===== src/gic_defs.svh =====
// Constants shared by the global cell and input cell control logic.
// Assumes a single ref_clk domain; pins arrive asynchronous to it.
// Function
// - Input cell passes pin combinationally by default, or registers or latches it.
// - Registered input cell captures on the clock chosen by global cell C.
// - Latched input cell is transparent while the global cell C clock is high.
// - Single-cell mode: global cell A drives every logic and io cell; B ignored.
// - Dual-cell mode: A drives left-side cells, B drives right-side cells.
// - Logic cell register clock is dedicated clock pin one or two only.
// - Io cell clock is either dedicated pin or its governing cell's product-term clock.
// - Io clock polarity positive by default; negative means falling edge, latch low.
// - Global set forces logic cell register high and wins over clear.
// - Global clear without set forces logic cell register low.
// - Cells with dynamic type enable switch register type while type switch term true.
// - Global cell C provides the single clock for all input cell capture.
// - D-to-T dynamic cell acts as D while switch false, T while true.
`ifndef GIC_DEFS_SVH
`define GIC_DEFS_SVH

// ****************************************************************
// Sizes
// ****************************************************************
`define GIC_NUM_LOGIC      8
`define GIC_NUM_IO         8
`define GIC_NUM_INPUT      4
`define GIC_LEFT_COUNT     4

// ****************************************************************
// Bit positions in the synchronised pin vector
// ****************************************************************
`define GIC_CLK_ONE_BIT    0
`define GIC_CLK_TWO_BIT    1
`define GIC_IO_PIN_LSB     2
`define GIC_INPUT_PIN_LSB  (`GIC_IO_PIN_LSB + `GIC_NUM_IO)
`define GIC_PIN_WIDTH      (`GIC_INPUT_PIN_LSB + `GIC_NUM_INPUT)

// ****************************************************************
// Reset values
// ****************************************************************
`define GIC_CELL_RESET     1'b0

`endif


===== src/gic_pkg.sv =====
// Types for the global cell and input cell control logic.
// Assumes gic_defs.svh supplies all numeric constants.
`default_nettype none

package gic_pkg;

    typedef enum logic [1:0] {GIC_IOCLK_PIN_ONE, GIC_IOCLK_PIN_TWO, GIC_IOCLK_PTERM} gic_ioclk_sel_t;
    typedef enum logic [1:0] {GIC_REG_D, GIC_REG_T, GIC_REG_JK} gic_reg_type_t;
    typedef enum logic [1:0] {GIC_INPUT_COMB, GIC_INPUT_REG, GIC_INPUT_LATCH} gic_input_mode_t;

    // Per global cell clock configuration
    typedef struct packed {
        logic           lccClockPinTwo;
        gic_ioclk_sel_t ioClockSel;
        logic           ioClockNeg;
    } gic_global_cfg_t;

    // Per global cell terms from the product-term array
    typedef struct packed {
        logic cellGlobalSet;
        logic cellGlobalClear;
        logic typeSwitchTerm;
        logic productTermClock;
    } gic_global_terms_t;

    // Per logic cell register configuration
    typedef struct packed {
        logic          dynamicTypeEnable;
        gic_reg_type_t baseType;
        gic_reg_type_t altType;
    } gic_lcc_cfg_t;

    // Sum terms feeding a logic cell register: sumA is D, T or J; sumB is K
    typedef struct packed {
        logic sumA;
        logic sumB;
    } gic_lcc_sum_t;

endpackage

`default_nettype wire


===== src/gic_input_cell.sv =====
// One input cell: combinational, registered or latched capture of a pin.
// Assumes pinSync is already synchronised and the capture clock level and
// rising edge are supplied from global cell C on the same ref_clk.
`default_nettype none
`include "gic_defs.svh"

module gic_input_cell
    import gic_pkg::*;
(
    input  wire logic            ref_clk,
    input  wire logic            reset,
    input  wire logic            clockEnable,
    input  wire gic_input_mode_t mode,
    input  wire logic            pinSync,
    input  wire logic            captureLevel,
    input  wire logic            captureRise,
    output var  logic            cellOut
);

    logic next_cellOut;

    // ****************************************************************
    // Capture
    // ****************************************************************
    always_comb begin
        next_cellOut = cellOut;
        unique case (mode)
            GIC_INPUT_COMB:  next_cellOut = pinSync;
            GIC_INPUT_REG:   next_cellOut = captureRise ? pinSync : cellOut;
            GIC_INPUT_LATCH: next_cellOut = captureLevel ? pinSync : cellOut;
            default:         next_cellOut = pinSync;
        endcase
    end

    always_ff @(posedge ref_clk or posedge reset) begin
        if (reset) begin
            cellOut <= `GIC_CELL_RESET;
        end else if (clockEnable) begin
            cellOut <= next_cellOut;
        end
    end
endmodule

`default_nettype wire


===== src/gic_global_cells.sv =====
// Global cells A, B and C with the logic, io and input cell registers they steer.
// Assumes pins are asynchronous to ref_clk and pass two flip-flops here;
// product terms and sum terms come from array logic on ref_clk.
`default_nettype none
`include "gic_defs.svh"

module gic_global_cells
    import gic_pkg::*;
(
    input  wire logic                                 ref_clk,
    input  wire logic                                 reset,
    input  wire logic                                 clockEnable,
    input  wire logic                                 dedicatedClockPinOne,
    input  wire logic                                 dedicatedClockPinTwo,
    input  wire logic                                 dualCellMode,
    input  wire gic_global_cfg_t                      globalCellA,
    input  wire gic_global_cfg_t                      globalCellB,
    input  wire logic                                 inputClockPinTwo,
    input  wire gic_global_terms_t                    termsA,
    input  wire gic_global_terms_t                    termsB,
    input  wire gic_lcc_cfg_t    [`GIC_NUM_LOGIC-1:0] logicCellCfg,
    input  wire gic_lcc_sum_t    [`GIC_NUM_LOGIC-1:0] logicCellSum,
    input  wire logic            [`GIC_NUM_IO-1:0]    ioCellLatch,
    input  wire logic            [`GIC_NUM_IO-1:0]    ioCellPin,
    input  wire gic_input_mode_t [`GIC_NUM_INPUT-1:0] inputCellMode,
    input  wire logic            [`GIC_NUM_INPUT-1:0] inputCellPin,
    output var  logic            [`GIC_NUM_LOGIC-1:0] logicCellQ,
    output var  logic            [`GIC_NUM_IO-1:0]    ioCellQ,
    output var  logic            [`GIC_NUM_INPUT-1:0] inputCellQ
);

    // ****************************************************************
    // Pin synchroniser
    // ****************************************************************
    logic [`GIC_PIN_WIDTH-1:0] pinRaw;
    logic [`GIC_PIN_WIDTH-1:0] pinMeta;
    logic [`GIC_PIN_WIDTH-1:0] pinSync;

    assign pinRaw = {inputCellPin, ioCellPin, dedicatedClockPinTwo, dedicatedClockPinOne};

    always_ff @(posedge ref_clk or posedge reset) begin
        if (reset) begin
            pinMeta <= '0;
            pinSync <= '0;
        end else if (clockEnable) begin
            pinMeta <= pinRaw;
            pinSync <= pinMeta;
        end
    end

    // ****************************************************************
    // Clock edge history
    // ****************************************************************
    logic [1:0] clkPrev;
    logic [1:0] next_clkPrev;
    logic [1:0] ioEff;
    logic [1:0] ioEffPrev;
    logic [1:0] next_ioEffPrev;
    logic       pin1Rise;
    logic       pin2Rise;
    logic [1:0] ioRise;

    // pin or product-term clock; polarity applied before edge detect
    function automatic logic ioClockLevel(gic_global_cfg_t cfg, logic pterm,
                                          logic pinOne, logic pinTwo);
        logic level;
        level = pinOne;
        unique case (cfg.ioClockSel)
            GIC_IOCLK_PIN_ONE: level = pinOne;
            GIC_IOCLK_PIN_TWO: level = pinTwo;
            GIC_IOCLK_PTERM:   level = pterm;
            default:           level = pinOne;
        endcase
        return level ^ cfg.ioClockNeg;
    endfunction

    always_comb begin
        ioEff[0] = ioClockLevel(globalCellA, termsA.productTermClock,
                                pinSync[`GIC_CLK_ONE_BIT], pinSync[`GIC_CLK_TWO_BIT]);
        ioEff[1] = ioClockLevel(globalCellB, termsB.productTermClock,
                                pinSync[`GIC_CLK_ONE_BIT], pinSync[`GIC_CLK_TWO_BIT]);
        next_clkPrev   = pinSync[`GIC_CLK_TWO_BIT:`GIC_CLK_ONE_BIT];
        next_ioEffPrev = ioEff;
        pin1Rise = pinSync[`GIC_CLK_ONE_BIT] & ~clkPrev[0];
        pin2Rise = pinSync[`GIC_CLK_TWO_BIT] & ~clkPrev[1];
        ioRise   = ioEff & ~ioEffPrev;
    end

    // Edge history starts low, so a pin already high at release counts as an edge
    always_ff @(posedge ref_clk or posedge reset) begin
        if (reset) begin
            clkPrev   <= '0;
            ioEffPrev <= '0;
        end else if (clockEnable) begin
            clkPrev   <= next_clkPrev;
            ioEffPrev <= next_ioEffPrev;
        end
    end

    // ****************************************************************
    // Logic cell registers
    // ****************************************************************
    logic [`GIC_NUM_LOGIC-1:0] next_logicCellQ;

    // configuration is static, so the cell selection is a plain mux
    for (genvar i = 0; i < `GIC_NUM_LOGIC; i++) begin : g_logic
        localparam bit RIGHT_SIDE = (i >= `GIC_LEFT_COUNT);
        gic_global_cfg_t   cfg;
        gic_global_terms_t trm;
        gic_reg_type_t     kind;
        logic              clkRise;
        logic              q;
        always_comb begin
            q = logicCellQ[i];
            cfg = (dualCellMode && RIGHT_SIDE) ? globalCellB : globalCellA;
            trm = (dualCellMode && RIGHT_SIDE) ? termsB : termsA;
            clkRise = cfg.lccClockPinTwo ? pin2Rise : pin1Rise;
            kind = (logicCellCfg[i].dynamicTypeEnable && trm.typeSwitchTerm)
                 ? logicCellCfg[i].altType : logicCellCfg[i].baseType;
            next_logicCellQ[i] = q;
            if (trm.cellGlobalSet) begin
                next_logicCellQ[i] = 1'b1;
            end else if (trm.cellGlobalClear) begin
                next_logicCellQ[i] = 1'b0;
            end else if (clkRise) begin
                unique case (kind)
                    GIC_REG_D:  next_logicCellQ[i] = logicCellSum[i].sumA;
                    GIC_REG_T:  next_logicCellQ[i] = q ^ logicCellSum[i].sumA;
                    GIC_REG_JK: next_logicCellQ[i] = (logicCellSum[i].sumA & ~q)
                                                   | (~logicCellSum[i].sumB & q);
                    default:    next_logicCellQ[i] = q;
                endcase
            end
        end
    end

    // ****************************************************************
    // Io cell registers and latches
    // ****************************************************************
    logic [`GIC_NUM_IO-1:0] next_ioCellQ;

    for (genvar i = 0; i < `GIC_NUM_IO; i++) begin : g_io
        localparam int CELL = ((i >= `GIC_LEFT_COUNT) ? 1 : 0);
        logic governB;
        logic level;
        logic rise;
        logic din;
        always_comb begin
            governB = dualCellMode && (CELL == 1);
            level   = governB ? ioEff[1] : ioEff[0];
            rise    = governB ? ioRise[1] : ioRise[0];
            din     = pinSync[`GIC_IO_PIN_LSB + i];
            // latch open on effective high, register on effective rise
            if (ioCellLatch[i]) begin
                next_ioCellQ[i] = level ? din : ioCellQ[i];
            end else begin
                next_ioCellQ[i] = rise ? din : ioCellQ[i];
            end
        end
    end

    always_ff @(posedge ref_clk or posedge reset) begin
        if (reset) begin
            logicCellQ <= '0;
            ioCellQ    <= '0;
        end else if (clockEnable) begin
            logicCellQ <= next_logicCellQ;
            ioCellQ    <= next_ioCellQ;
        end
    end

    // ****************************************************************
    // Global cell C and input cells
    // ****************************************************************
    logic inputClockLevel;
    logic inputClockRise;

    // one clock for all input cells
    always_comb begin
        inputClockLevel = inputClockPinTwo ? pinSync[`GIC_CLK_TWO_BIT]
                                           : pinSync[`GIC_CLK_ONE_BIT];
        inputClockRise  = inputClockPinTwo ? pin2Rise : pin1Rise;
    end

    for (genvar i = 0; i < `GIC_NUM_INPUT; i++) begin : g_input
        gic_input_cell u_cell (
            .ref_clk      (ref_clk),
            .reset        (reset),
            .clockEnable  (clockEnable),
            .mode         (inputCellMode[i]),
            .pinSync      (pinSync[`GIC_INPUT_PIN_LSB + i]),
            .captureLevel (inputClockLevel),
            .captureRise  (inputClockRise),
            .cellOut      (inputCellQ[i])
        );
    end

    localparam int LAST = `GIC_NUM_LOGIC - 1;
endmodule

`default_nettype wire


===== config.mk =====
export PLATFORM = sky130hd
export DESIGN_NAME = gic_global_cells
export DESIGN_NICKNAME = d
export VERILOG_FILES = /design/src/gic_pkg.sv /design/src/gic_input_cell.sv /design/src/gic_global_cells.sv
export VERILOG_INCLUDE_DIRS = /design/src
export SDC_FILE = /design/constraint.sdc
export NUM_CORES = 1
export LEC_CHECK = 0
export BUFFER_PORTS_ARGS = -buffer_cell sky130_fd_sc_hd__buf_2
export CAP_MARGIN = 10
export CORE_MARGIN = 4
export CORE_UTILIZATION = 54
export DETAILED_ROUTE_END_ITERATION = 7
export GPL_TIMING_DRIVEN = 0
export HOLD_SLACK_MARGIN = 0.12
export PLACE_DENSITY = 0.87
export RECOVER_POWER = 50
export SKIP_LAST_GASP = 1
export SLEW_MARGIN = 20
export SYNTH_ARGS = -nofsm -noshare
export SYNTH_HDL_FRONTEND = slang
export SYNTH_HIERARCHICAL = 1
export SYNTH_SLANG_ARGS = --single-unit

===== constraint.sdc =====
create_clock -name ref_clk -period 3.4 [get_ports ref_clk]
set_clock_uncertainty 0.05 [all_clocks]
set_input_delay 0.68 -clock ref_clk [delete_from_list [all_inputs] [get_ports ref_clk]]
set_output_delay 0.68 -clock ref_clk [all_outputs]
set_load 0.01 [all_outputs]

==> flow_metrics.env, run 1 <==
export IMPL_arrival_ns=2.94
export IMPL_synth_flop_cell="dfrtp_1"
export IMPL_clk_path_buf_depth=2
export IMPL_start_util_pct=56.56
export IMPL_hold_buffers=0
export IMPL_cts_setup_buffers=0
export IMPL_htreeDepth=2
export IMPL_critPathMaxFanout=4
export IMPL_worst_pin_slew_ns=1.517
export IMPL_status="finished, violations left"
export IMPL_track_usage_pct=20.61
export IMPL_cts_resized=0
export IMPL_synth_fa_ha_area_share_pct=7.709
export IMPL_synth_simple_area_share_pct=7.819
export IMPL_seqCellArea_um2=1301
export IMPL_tritoncts="yes"
export IMPL_die_w_um=87.45
export IMPL_io_buffers=126
export IMPL_clkSinkCount=52
export IMPL_async_flop_share_pct=100.0
export IMPL_critical_path_buf_inv_count=2
export IMPL_nets=578
export IMPL_clk_latency_ns=0.31
export IMPL_rsz0062_at_grt="false"
export IMPL_cp_cell_sequence="buf_2 -> mux2_4 -> nand2_2 -> mux2i_2 -> inv_1 -> ha_1 -> o21ba_1 -> o21ai_0 -> a21oi_1 -> o32a_2 -> mux2_1"
export IMPL_ys_types=45
export IMPL_fin_crit_sh_pct=82.17
export IMPL_clkTransAtPathRegs_ns=0.10
export IMPL_fin_util_pct=70.47
export IMPL_drive_above_1_share_pct=39.69
export IMPL_place_area_um2=4153
export IMPL_syn_avg_cell_area_um2=10.79
export IMPL_grt_pass1_wl_um=12530
export IMPL_slew_headroom_pct=-1.161
export IMPL_ios=127
export IMPL_finalSetupViolCount=0
export IMPL_timing_final_max_slew_violations=27
export IMPL_yosysSeqAreaShare_pct=38.18
export IMPL_synth_mux_area_share_pct=24.27
export IMPL_synth_edff_count=0
export IMPL_via_per_inst=5.409
export IMPL_globalplace_congestion=0.8156
export IMPL_cap_violations=1
export IMPL_grtUsageMet1_pct=23.81
export IMPL_synth_top_family_by_area="multiplexers"
export IMPL_netlist_area_um2=3408
export IMPL_busiest_layer="met2"
export IMPL_min_period_ns=2.794
export IMPL_syn2layout_area_growth_pct=24.60
export IMPL_ff2ff_path_depth=5
export IMPL_r2r_slack_ns=1.56
export IMPL_dp_hpwl_um=6432
export IMPL_slowest_delay_ns=0.35
export IMPL_power_density_nw_per_um2=440.5
export IMPL_synth_nets=444
export IMPL_path_class="in -> reg"
export IMPL_die_area_um2=7647
export IMPL_grt_max_degree=27
export IMPL_final_cell_area_um2=4247
export IMPL_min_path_type="in -> async"
export IMPL_critPathTopFamily="multiplexers"
export IMPL_antenna_found_initial=0
export IMPL_fmax_mhz=358.0
export IMPL_synth_top_cell_by_area="dfrtp_1"
export IMPL_drt_initial_drc_count=58
export IMPL_violations="max-capacitance violations, max-slew violations"
export IMPL_synth_seq_cells=52
export IMPL_dr_pass1_iters=6
export IMPL_critPathCapture="logicCellQ[5]$_DFFE_PP0P_"
export IMPL_wl_um=7977
export IMPL_syn_inst=316
export IMPL_start_kind="input pin"
export IMPL_cellLeakagePower_nw=2.135
export IMPL_grt_use_met3_pct=4.730
export IMPL_antenna_cells=0
export IMPL_antenna_left=0
export IMPL_worst_path_stages=11
export IMPL_crit_path_end_kind="flip-flop"
export IMPL_startpoint="dualCellMode"
export IMPL_drc_errors=0
export IMPL_grt_pass1_vias=2777
export IMPL_whs_ns=0.2086
export IMPL_synth_compound_area_share_pct=14.90
export IMPL_cts_root_buf="clkbuf_8"
export IMPL_numCtsBuffers=5
export IMPL_netlist_top_cells_area="dfrtp_1, mux2_2, ha_1, mux2_1, mux2i_1"
export IMPL_use_met2_pct=37.88
export IMPL_die_h_um=87.45
export IMPL_yosysTopAreaCellShare_pct=38.18
export IMPL_synth_xor_area_share_pct=1.211
export IMPL_required_ns=3.55
export IMPL_rows=28
export IMPL_rr_endpoint="ioCellQ[6]$_DFFE_PP0P_"
export IMPL_synth_warnings=6
export IMPL_wl_per_cell_um=15.17
export IMPL_core_um2=6026
export IMPL_timing_hold_violations_final=0
export IMPL_ir_drop_v=0.0003398
export IMPL_fillCellCount=448
export IMPL_rr_startpoint="pinSync[1]$_DFFE_PP0P_"
export IMPL_critPathSlowestCell="mux2_4"
export IMPL_grt_overflow=0
export IMPL_fin_setup_tns_ns=0
export IMPL_vias=2845
export IMPL_multiInputGateArea_um2=1906
==> through the flow <==
stage	power, W	std cells	setup slack [ns]
after global placement	0.001412	517	0.3121
after CTS	0.001904	526	0.6104
after global routing	0.001984	526	0.4661
final	0.001871	526	0.6064
after floorplan	0.001201	316	0.6112
after detailed placement	0.001446	518	0.2881
==> metal layers <==
layer	vias to the layer above	share of wire, %
met2	100	50
met4	0	1.1
met3	10	9.2
li1	1394	-
met1	1341	39
met5	-	0
==> sequential cells by signal, summed over array words and instances (netlist names) <==
register,count
clkPrev,2
ioEffPrev,2
ioCellQ,8
pinMeta,14
pinSync,14
g_input.u_cell/cellOut,4
logicCellQ,8
==> kinds of logic (layout without fill, tap and decap cells) <==
group	count (synthesis)	in the layout
AO/OA/AOI/OAI	72	72
XOR/XNOR	3	3
adder cells (fa/ha/maj)	21	21
buffers and inverters	49	184
flip-flops	52	52
multiplexers	74	74
AND/OR/NAND/NOR	45	45
==> Yosys cell counts, types with 2 or more instances <==
master    count
nand3_1       4
o22ai_1       8
buf_2         3
o41ai_1       5
a21oi_1       9
inv_1        42
nor2_1        6
o21ba_1       3
dfrtp_1      52
o21bai_1      4
a32oi_1       4
mux2_1       20
mux2i_2       4
o21ai_1       6
o311ai_1      4
ha_1         21
mux2i_1      16
o31ai_1       3
nand2_1       6
nand2_2       2
nand2b_1      6
or3b_1        4
nor2b_1      13
o21ai_0      15
clkbuf_1      2
o32a_1        3
mux2_2       33
==> report_power, final <==
group	internal [W]	switching [W]	total, W	leakage (nW)
logic	0.000295	0.000290	0.000585	1.47
registers	0.000751	0.0000841	0.000835	0.605
clock network	0.000241	0.000210	0.000451	0.0614
==> area by class of cell <==
class,count,share of cell area (%)
timing repair buffer,127,14.67
clock buffer,6,1.945
tap,75,2.210
inverter,42,3.712
clock inverter,2,0.9134
buffer,7,1.031
multi-input combinational,215,44.87
sequential,52,30.64
==> worst register-to-register path, cell delays in order (launching register included) <==
cell     delay [ns]
dfrtp_1        0.46
a22oi_1        0.19
o21ai_1        0.11
xnor2_1        0.38
o22ai_1        0.19
mux2_1         0.35
==> how the worst min path moves through the flow <==
stage,from,end,slack (ns)
global route,reset,g_input[2].u_cell/cellOut$_DFFE_PP0P_,0.21
floorplan,reset,g_input[0].u_cell/cellOut$_DFFE_PP0P_,0.36
global placement,ioCellQ[4]$_DFFE_PP0P_,ioCellQ[4]$_DFFE_PP0P_,0.42
detailed placement,ioCellQ[5]$_DFFE_PP0P_,ioCellQ[5]$_DFFE_PP0P_,0.42
finish,reset,g_input[1].u_cell/cellOut$_DFFE_PP0P_,0.21
CTS,reset,g_input[1].u_cell/cellOut$_DFFE_PP0P_,0.19
==> placed cells by master, fill, tap and decap left out, types with 5 or more instances in the layout <==
cell,synthesis,final
nor2_1,6,6
mux2_1,20,20
mux2i_1,16,16
dfrtp_1,52,52
o21ai_0,15,15
clkbuf_1,2,12
clkbuf_8,1,7
o41ai_1,5,5
nor2b_1,13,13
o22ai_1,8,8
nand2_1,6,6
a21oi_1,9,9
inv_1,42,42
ha_1,21,21
mux2_2,33,33
nand2b_1,6,6
o21ai_1,6,6
buf_2,3,120
(Power assumes the default switching activity.)
==> run 2: changes to the inputs <==
--- a/config.mk
+++ b/config.mk
@@ -9,11 +9,11 @@
 export BUFFER_PORTS_ARGS = -buffer_cell sky130_fd_sc_hd__buf_2
 export CAP_MARGIN = 10
 export CORE_MARGIN = 4
-export CORE_UTILIZATION = 54
+export CORE_UTILIZATION = 45
 export DETAILED_ROUTE_END_ITERATION = 7
 export GPL_TIMING_DRIVEN = 0
 export HOLD_SLACK_MARGIN = 0.12
-export PLACE_DENSITY = 0.87
+export PLACE_DENSITY = 0.77
 export RECOVER_POWER = 50
 export SKIP_LAST_GASP = 1
 export SLEW_MARGIN = 20
==> constraint.sdc (replaced) <==
create_clock -name ref_clk -period 2.3 [get_ports ref_clk]
set_clock_uncertainty 0.05 [all_clocks]
set_input_delay 0.46 -clock ref_clk [delete_from_list [all_inputs] [get_ports ref_clk]]
set_output_delay 0.46 -clock ref_clk [all_outputs]
set_load 0.01 [all_outputs]
==> run 2 against run 1 <==
The run ends with negative setup slack left. Global-route usage is 2.1 points lower. Worst setup slack worse by 0.70 ns. Core utilization is 8.3 points lower. Clock power is 19% higher. First-iteration DRC count is 120% higher. Critical path type unchanged. Critical endpoint unchanged. Largest cell class unchanged.
==> flow_metrics.env, run 2 (synthesis gave the netlist of run 1 again) <==
export IMPL_status="finished, violations left"
export IMPL_violations="negative setup slack"
export IMPL_crit_path_end_kind="flip-flop"
export IMPL_grt_pass1_wl_um=13320
export IMPL_power_density_nw_per_um2=604.1
export IMPL_timing_hold_violations_final=0
export IMPL_grt_max_degree=36
export IMPL_path_class="in -> reg"
export IMPL_io_buffers=126
export IMPL_start_kind="input pin"
export IMPL_ios=127
export IMPL_place_area_um2=4234
export IMPL_tritoncts="yes"
export IMPL_cellLeakagePower_nw=2.211
export IMPL_final_cell_area_um2=4534
export IMPL_rows=31
export IMPL_min_period_ns=2.396
export IMPL_rr_startpoint="pinSync[0]$_DFFE_PP0P_"
export IMPL_start_util_pct=46.74
export IMPL_min_from="ioCellPin[3]"
export IMPL_antenna_found_initial=0
export IMPL_syn2layout_area_growth_pct=33.04
export IMPL_numCtsBuffers=5
export IMPL_finalSetupViolCount=4
export IMPL_core_um2=7292
export IMPL_clkTransAtPathRegs_ns=0.10
export IMPL_startpoint="dualCellMode"
export IMPL_drt_initial_drc_count=128
export IMPL_rr_endpoint="g_input[0].u_cell/cellOut$_DFFE_PP0P_"
export IMPL_final_cell_mix="buf_2, dfrtp_1, inv_1, mux2_2, mux2_1"
export IMPL_final_common_cell="buf_2"
export IMPL_clk_latency_ns=0.30
export IMPL_worst_pin_slew_ns=0.5305
export IMPL_cts_root_buf="clkbuf_8"
export IMPL_timing_final_max_slew_violations=0
export IMPL_rsz0062_at_grt="true"
export IMPL_required_ns=2.45
export IMPL_multiInputGateArea_um2=2079
export IMPL_critPathMaxFanout=4
export IMPL_holdPathEnd="pinMeta[5]$_DFFE_PP0P_"
export IMPL_via_per_inst=5.192
export IMPL_min_path_type="in -> reg"
export IMPL_seqCellArea_um2=1301
export IMPL_die_area_um2=9031
export IMPL_drive_above_1_share_pct=47.08
export IMPL_stdcell_count=562
export IMPL_vias=2918
export IMPL_grt_pass1_vias=3007
export IMPL_clk_path_buf_depth=2
export IMPL_power_total_w=0.002739
export IMPL_dr_pass1_iters=4
export IMPL_clkSinkCount=52
export IMPL_dp_hpwl_um=6620
export IMPL_fmax_mhz=417.4
export IMPL_drc_errors=0
export IMPL_top_regs="pinMeta x14, pinSync x14"
export IMPL_slew_headroom_pct=64.59
export IMPL_layout_setup_ws_ns=-0.09592
export IMPL_die_h_um=95.03
export IMPL_arrival_ns=2.54
export IMPL_antenna_cells=0
export IMPL_fin_crit_sh_pct=104.2
export IMPL_fillCellCount=660
export IMPL_ir_drop_v=0.0005952
export IMPL_r2r_slack_ns=0.53
export IMPL_cap_violations=0
export IMPL_nets=590
export IMPL_globalplace_congestion=0.7669
export IMPL_htreeDepth=2
export IMPL_hold_path_depth=2
export IMPL_fin_setup_tns_ns=-0.1925
export IMPL_place_ws_ns=-0.4938
export IMPL_post_place_cells=542
export IMPL_die_w_um=95.03
export IMPL_wl_per_cell_um=15.05
export IMPL_wl_um=8456
export IMPL_antenna_left=0
export IMPL_ff2ff_path_depth=5
export IMPL_track_usage_pct=18.51
export IMPL_grt_overflow=0
run 2: cell count changes in the layout (fill, tap and decap cells not counted), sizes merged:
cell,delta
buf,+13
bufinv,-1
clkbuf,-2
clkinv,-1
dlygate4sd3,+1
inv,+2
run 2: worst max path at each step:
| stage | to | slack (ns) |
|---|---|---|
| 2_1_floorplan | logicCellQ[5]$_DFFE_PP0P_ | -0.20 |
| 3_3_place_gp | logicCellQ[5]$_DFFE_PP0P_ | -0.46 |
| 3_5_place_dp | logicCellQ[6]$_DFFE_PP0P_ | -0.49 |
| 4_1_cts | logicCellQ[5]$_DFFE_PP0P_ | -0.06 |
| 5_1_grt | logicCellQ[5]$_DFFE_PP0P_ | -0.11 |
| 6_report | logicCellQ[5]$_DFFE_PP0P_ | -0.1 |
run 2: timing repair:
item | 4_1_cts | 5_1_grt
endpoints found under the setup margin | 4 | 4
hold buffers | 1 | 0
endpoints found under the hold margin | 17 | 0
buffers inserted | 8 | 3
resized for setup | 18 | 11
gates cloned | 0 | 0
pin swaps | 5 | 5
run 2: area by class of cell:
type,count,area share [%]
multi-input combinational,215,45.86
clock buffer,6,1.600
tap,99,2.732
inverter,42,3.477
timing repair buffer,139,16.28
buffer,7,0.9658
clock inverter,2,0.3863
sequential,52,28.70
run 2: worst max-delay path, stage by stage:
cell and delay (ns):
buf_8 0.10, mux2_4 0.35, nand2_4 0.12, mux2i_4 0.24, inv_1 0.07, ha_2 0.18, nor2b_1 0.12, o21ai_1 0.20
a21oi_1 0.10, o32a_2 0.34, mux2_4 0.27
run 2: routing by layer:
metal | share of wire (%) | track usage (%) | vias up
met3 | 7.8 | 4.499 | 14
met2 | 50 | 33.24 | 102
met1 | 41 | 21.80 | 1388
met4 | 1.6 | 5.649 | 0
met5 | 0 | 0 | -
li1 | - | - | 1414
run 2: power by group:
| group | internal (W) | leakage [nW] | total [W] | switching [W] |
|---|---|---|---|---|
| sequential | 0.00111 | 0.605 | 0.00124 | 0.000125 |
| combinational | 0.000508 | 1.56 | 0.000967 | 0.000460 |
| clock | 0.000223 | 0.0462 | 0.000537 | 0.000313 |
run 2: metrics by stage:
step / hold WS, ns / utilization (%)
2_1_floorplan: 0.1387 / -
5_1_grt: 0.3163 / 62.18
4_1_cts: 0.3152 / 61.53
6_report: 0.3247 / 62.18
3_3_place_gp: 0.2932 / 57.79
3_5_place_dp: 0.3010 / 58.06
==> run 3: changes to the inputs <==
--- a/config.mk
+++ b/config.mk
@@ -6,10 +6,11 @@
 export SDC_FILE = /design/constraint.sdc
 export NUM_CORES = 1
 export LEC_CHECK = 0
+export ABC_AREA = 1
 export BUFFER_PORTS_ARGS = -buffer_cell sky130_fd_sc_hd__buf_2
 export CAP_MARGIN = 10
 export CORE_MARGIN = 4
-export CORE_UTILIZATION = 45
+export CORE_UTILIZATION = 46
 export DETAILED_ROUTE_END_ITERATION = 7
 export GPL_TIMING_DRIVEN = 0
 export HOLD_SLACK_MARGIN = 0.12
==> run 3 against run 2 <==
The flow now finishes without violations. Cell area shrank 0.22%. Die area grew 4.7%. Global-route usage shrank 0.15 points. First-iteration DRC count shrank 29%. Cell count grew 41%. Fmax grew 14%. Clock-buffer cell count shrank 1. Critical path type unchanged. Register-to-register slack gained 0.24 ns. Clock power shrank 7.4%. Via count grew 26%. Core utilization shrank 3.6 points.
==> flow_metrics.env, run 3 <==
export IMPL_status="finished, final reports clean"
export IMPL_multiInputGateArea_um2=1917
export IMPL_clk_path_buf_depth=2
export IMPL_syn_inst=553
export IMPL_antenna_cells=0
export IMPL_syn2layout_area_growth_pct=23.50
export IMPL_dp_hpwl_um=7275
export IMPL_fillCellCount=754
export IMPL_cp_cell_sequence="buf_2 -> buf_6 -> inv_4 -> nand2_4 -> nand3_1 -> o21ai_1 -> inv_1 -> ha_1 -> or2_2 -> o21ai_0 -> nand2_1 -> nand2_1 -> nand2_1 -> nand3_1 -> nand2_1"
export IMPL_required_ns=2.45
export IMPL_rsz0062_at_grt="false"
export IMPL_async_flop_share_pct=100.0
export IMPL_antenna_found_initial=0
export IMPL_cellLeakagePower_nw=2.750
export IMPL_core_um2=7727
export IMPL_final_cell_mix="nand2_1, buf_2, inv_1, dfrtp_1, nand3_1"
export IMPL_grt_overflow=0
export IMPL_track_usage_pct=18.36
export IMPL_via_per_inst=4.646
export IMPL_wl_um=8550
export IMPL_synth_seq_cells=52
export IMPL_synth_simple_area_share_pct=37.53
export IMPL_nets=816
export IMPL_synth_flop_cell="dfrtp_1"
export IMPL_antenna_left=0
export IMPL_ir_drop_v=0.0004129
export IMPL_synth_top_family_by_area="simple AND/OR/NAND/NOR gates"
export IMPL_power_internal_w=0.001588
export IMPL_yosysSeqAreaShare_pct=35.52
export IMPL_htreeDepth=2
export IMPL_timing_hold_violations_final=0
export IMPL_pwr_share_seq_pct=46.3
export IMPL_fmax_mhz=477.1
export IMPL_synth_mux_area_share_pct=0
export IMPL_power_density_nw_per_um2=539.7
export IMPL_synthTopCellsByCount="nand2_1, inv_1, dfrtp_1, nand3_1, o21ai_0"
export IMPL_die_h_um=97.24
export IMPL_power_total_w=0.002442
export IMPL_synth_compound_area_share_pct=7.514
export IMPL_min_period_ns=2.096
export IMPL_ys_types=25
export IMPL_vias=3670
export IMPL_crit_path_end_kind="flip-flop"
export IMPL_rows=32
export IMPL_synth_most_common_cell="nand2_1"
export IMPL_cts_root_buf="clkbuf_8"
export IMPL_path_class="in -> reg"
export IMPL_synth_xor_area_share_pct=0
export IMPL_ios=127
export IMPL_critPathMaxFanout=10
export IMPL_numCtsBuffers=5
export IMPL_synth_nets=681
export IMPL_wl_per_cell_um=10.82
export IMPL_timing_final_max_slew_violations=0
export IMPL_cap_violations=0
export IMPL_finalSetupViolCount=0
export IMPL_drc_errors=0
export IMPL_yosysTopAreaCellShare_pct=35.52
export IMPL_final_common_cell="nand2_1"
export IMPL_netlist_area_um2=3664
export IMPL_arrival_ns=2.25
export IMPL_critPathSlowestCell="or2_2"
export IMPL_synth_top_cell_by_area="dfrtp_1"
export IMPL_die_area_um2=9456
export IMPL_grt_pass1_vias=3545
export IMPL_die_w_um=97.24
export IMPL_switching_share_pct=34.97
export IMPL_clkSinkCount=52
export IMPL_synth_warnings=6
export IMPL_start_kind="input pin"
export IMPL_critPathTopFamily="simple AND/OR/NAND/NOR gates"
export IMPL_clk_latency_ns=0.30
export IMPL_top_regs="pinMeta x14, pinSync x14"
export IMPL_synth_fa_ha_area_share_pct=7.172
export IMPL_p_sw_w=0.0008538
export IMPL_drive_above_1_share_pct=25.44
export IMPL_synth_edff_count=0
export IMPL_min_path_type="in -> reg"
export IMPL_critical_path_buf_inv_count=4
export IMPL_globalplace_congestion=0.8558
export IMPL_slew_headroom_pct=57.82
export IMPL_dr_pass1_iters=4
export IMPL_clkTransAtPathRegs_ns=0.09
export IMPL_place_area_um2=4442
export IMPL_pwr_share_clk_pct=20.4
export IMPL_drt_initial_drc_count=91
export IMPL_syn_avg_cell_area_um2=6.625
export IMPL_layout_setup_ws_ns=0.2041
export IMPL_io_buffers=126
export IMPL_tritoncts="yes"
export IMPL_start_util_pct=47.41
export IMPL_fin_crit_sh_pct=91.13
export IMPL_grt_pass1_wl_um=14920
export IMPL_seqCellArea_um2=1301
export IMPL_cts_setup_buffers=0
export IMPL_netlist_top_cells_area="dfrtp_1, nand2_1, inv_1, ha_1, nand3_1"
export IMPL_pwr_share_comb_pct=33.3
export IMPL_slowest_delay_ns=0.29
export IMPL_critPathMostFrequentCell="nand2_1"
export IMPL_worst_pin_slew_ns=0.6274
export IMPL_grt_max_degree=36
export IMPL_final_cell_area_um2=4524
export IMPL_place_ws_ns=-0.2747
==> run 3: cell count changes after synthesis, moves of 8 or more <==
cell,delta
inv_2,+9
nand3_1,+40
mux2_2,-33
nand2_1,+199
mux2_1,-20
nand2_2,+9
inv_1,+54
o21ai_0,+17
nor2b_1,-13
nand4_1,+8
mux2i_1,-16
nor2_1,+18
==> run 3: routing by layer <==
layer / vias to the layer above / GRT usage [%] / wire length [um]
met5: - / 0 / 0
met2: 92 / 34.13 / 4331
met1: 1605 / 22.16 / 3632
met3: 8 / 3.518 / 509
met4: 0 / 3.408 / 77
li1: 1965 / - / -
==> run 3: final timing paths <==
kind                                        start                                     to  slack (ns)  cells after the start
setup / recovery                     dualCellMode              logicCellQ[7]$_DFFE_PP0P_        0.20                     15
setup reg to reg           pinSync[0]$_DFFE_PP0P_  g_input[1].u_cell/cellOut$_DFFE_PP0P_        0.77                      7
hold / removal                       ioCellPin[6]                 pinMeta[8]$_DFFE_PP0P_        0.31                      3
max in group asynchronous                   reset               ioEffPrev[0]$_DFFE_PP0P_        0.77                      4
min in group asynchronous                   reset  g_input[0].u_cell/cellOut$_DFFE_PP0P_        0.57                      3
hold reg to reg            ioCellQ[6]$_DFFE_PP0P_                 ioCellQ[6]$_DFFE_PP0P_        0.43                      2
==> run 3: cell families after synthesis <==
| group | count (synthesis) |
|---|---|
| and+or+nand+nor | 314 |
| adders and majority gates | 21 |
| buffers and inverters | 115 |
| AOI/OAI and AO/OA | 51 |
| DFF | 52 |
==> run 3: repair_timing <==
action                                  in CTS  in global routing
hold endpoints to repair                    17                  0
hold buffers                                 1                  0
gates resized for setup                      0                  3
endpoints found under the setup margin       0                  1
==> run 3: final cells by class <==
class / count / area share, %
clock buffer: 5 / 1.521
sequential: 52 / 28.76
buffer: 9 / 0.9126
timing repair buffer: 128 / 14.49
tap: 102 / 2.821
multi-input combinational: 386 / 42.37
inverter: 106 / 8.850
clock inverter: 2 / 0.2765
==> run 3: per-stage QoR <==
| step | instances | util (%) | TNS [ns] | hold slack [ns] |
|---|---|---|---|---|
| 5_1_grt | 790 | 58.55 | 0 | 0.3031 |
| 4_1_cts | 790 | 58.66 | 0 | 0.2943 |
| 3_5_place_dp | 782 | 57.48 | -0.3077 | 0.2978 |
| 6_report | 790 | 58.55 | 0 | 0.3057 |
| 3_3_place_gp | 781 | 57.22 | -2.656 | 0.2938 |
| 2_1_floorplan | 553 | - | 0 | 0.1387 |
==> run 3: power by group through the flow <==
stage               Combinational, W  Clock, W  Sequential, W
global placement            0.000791         0        0.00114
detailed placement          0.000826         0        0.00115
CTS                         0.000831  0.000520        0.00113
global route                0.000951  0.000549        0.00115
floorplan                   0.000490         0        0.00117
finish                      0.000814  0.000497        0.00113
==> run 3: tightest hold or removal path, stage by stage <==
cell and delay (ns):
buf_2 0.07, nand2_1 0.04, nand2_1 0.05
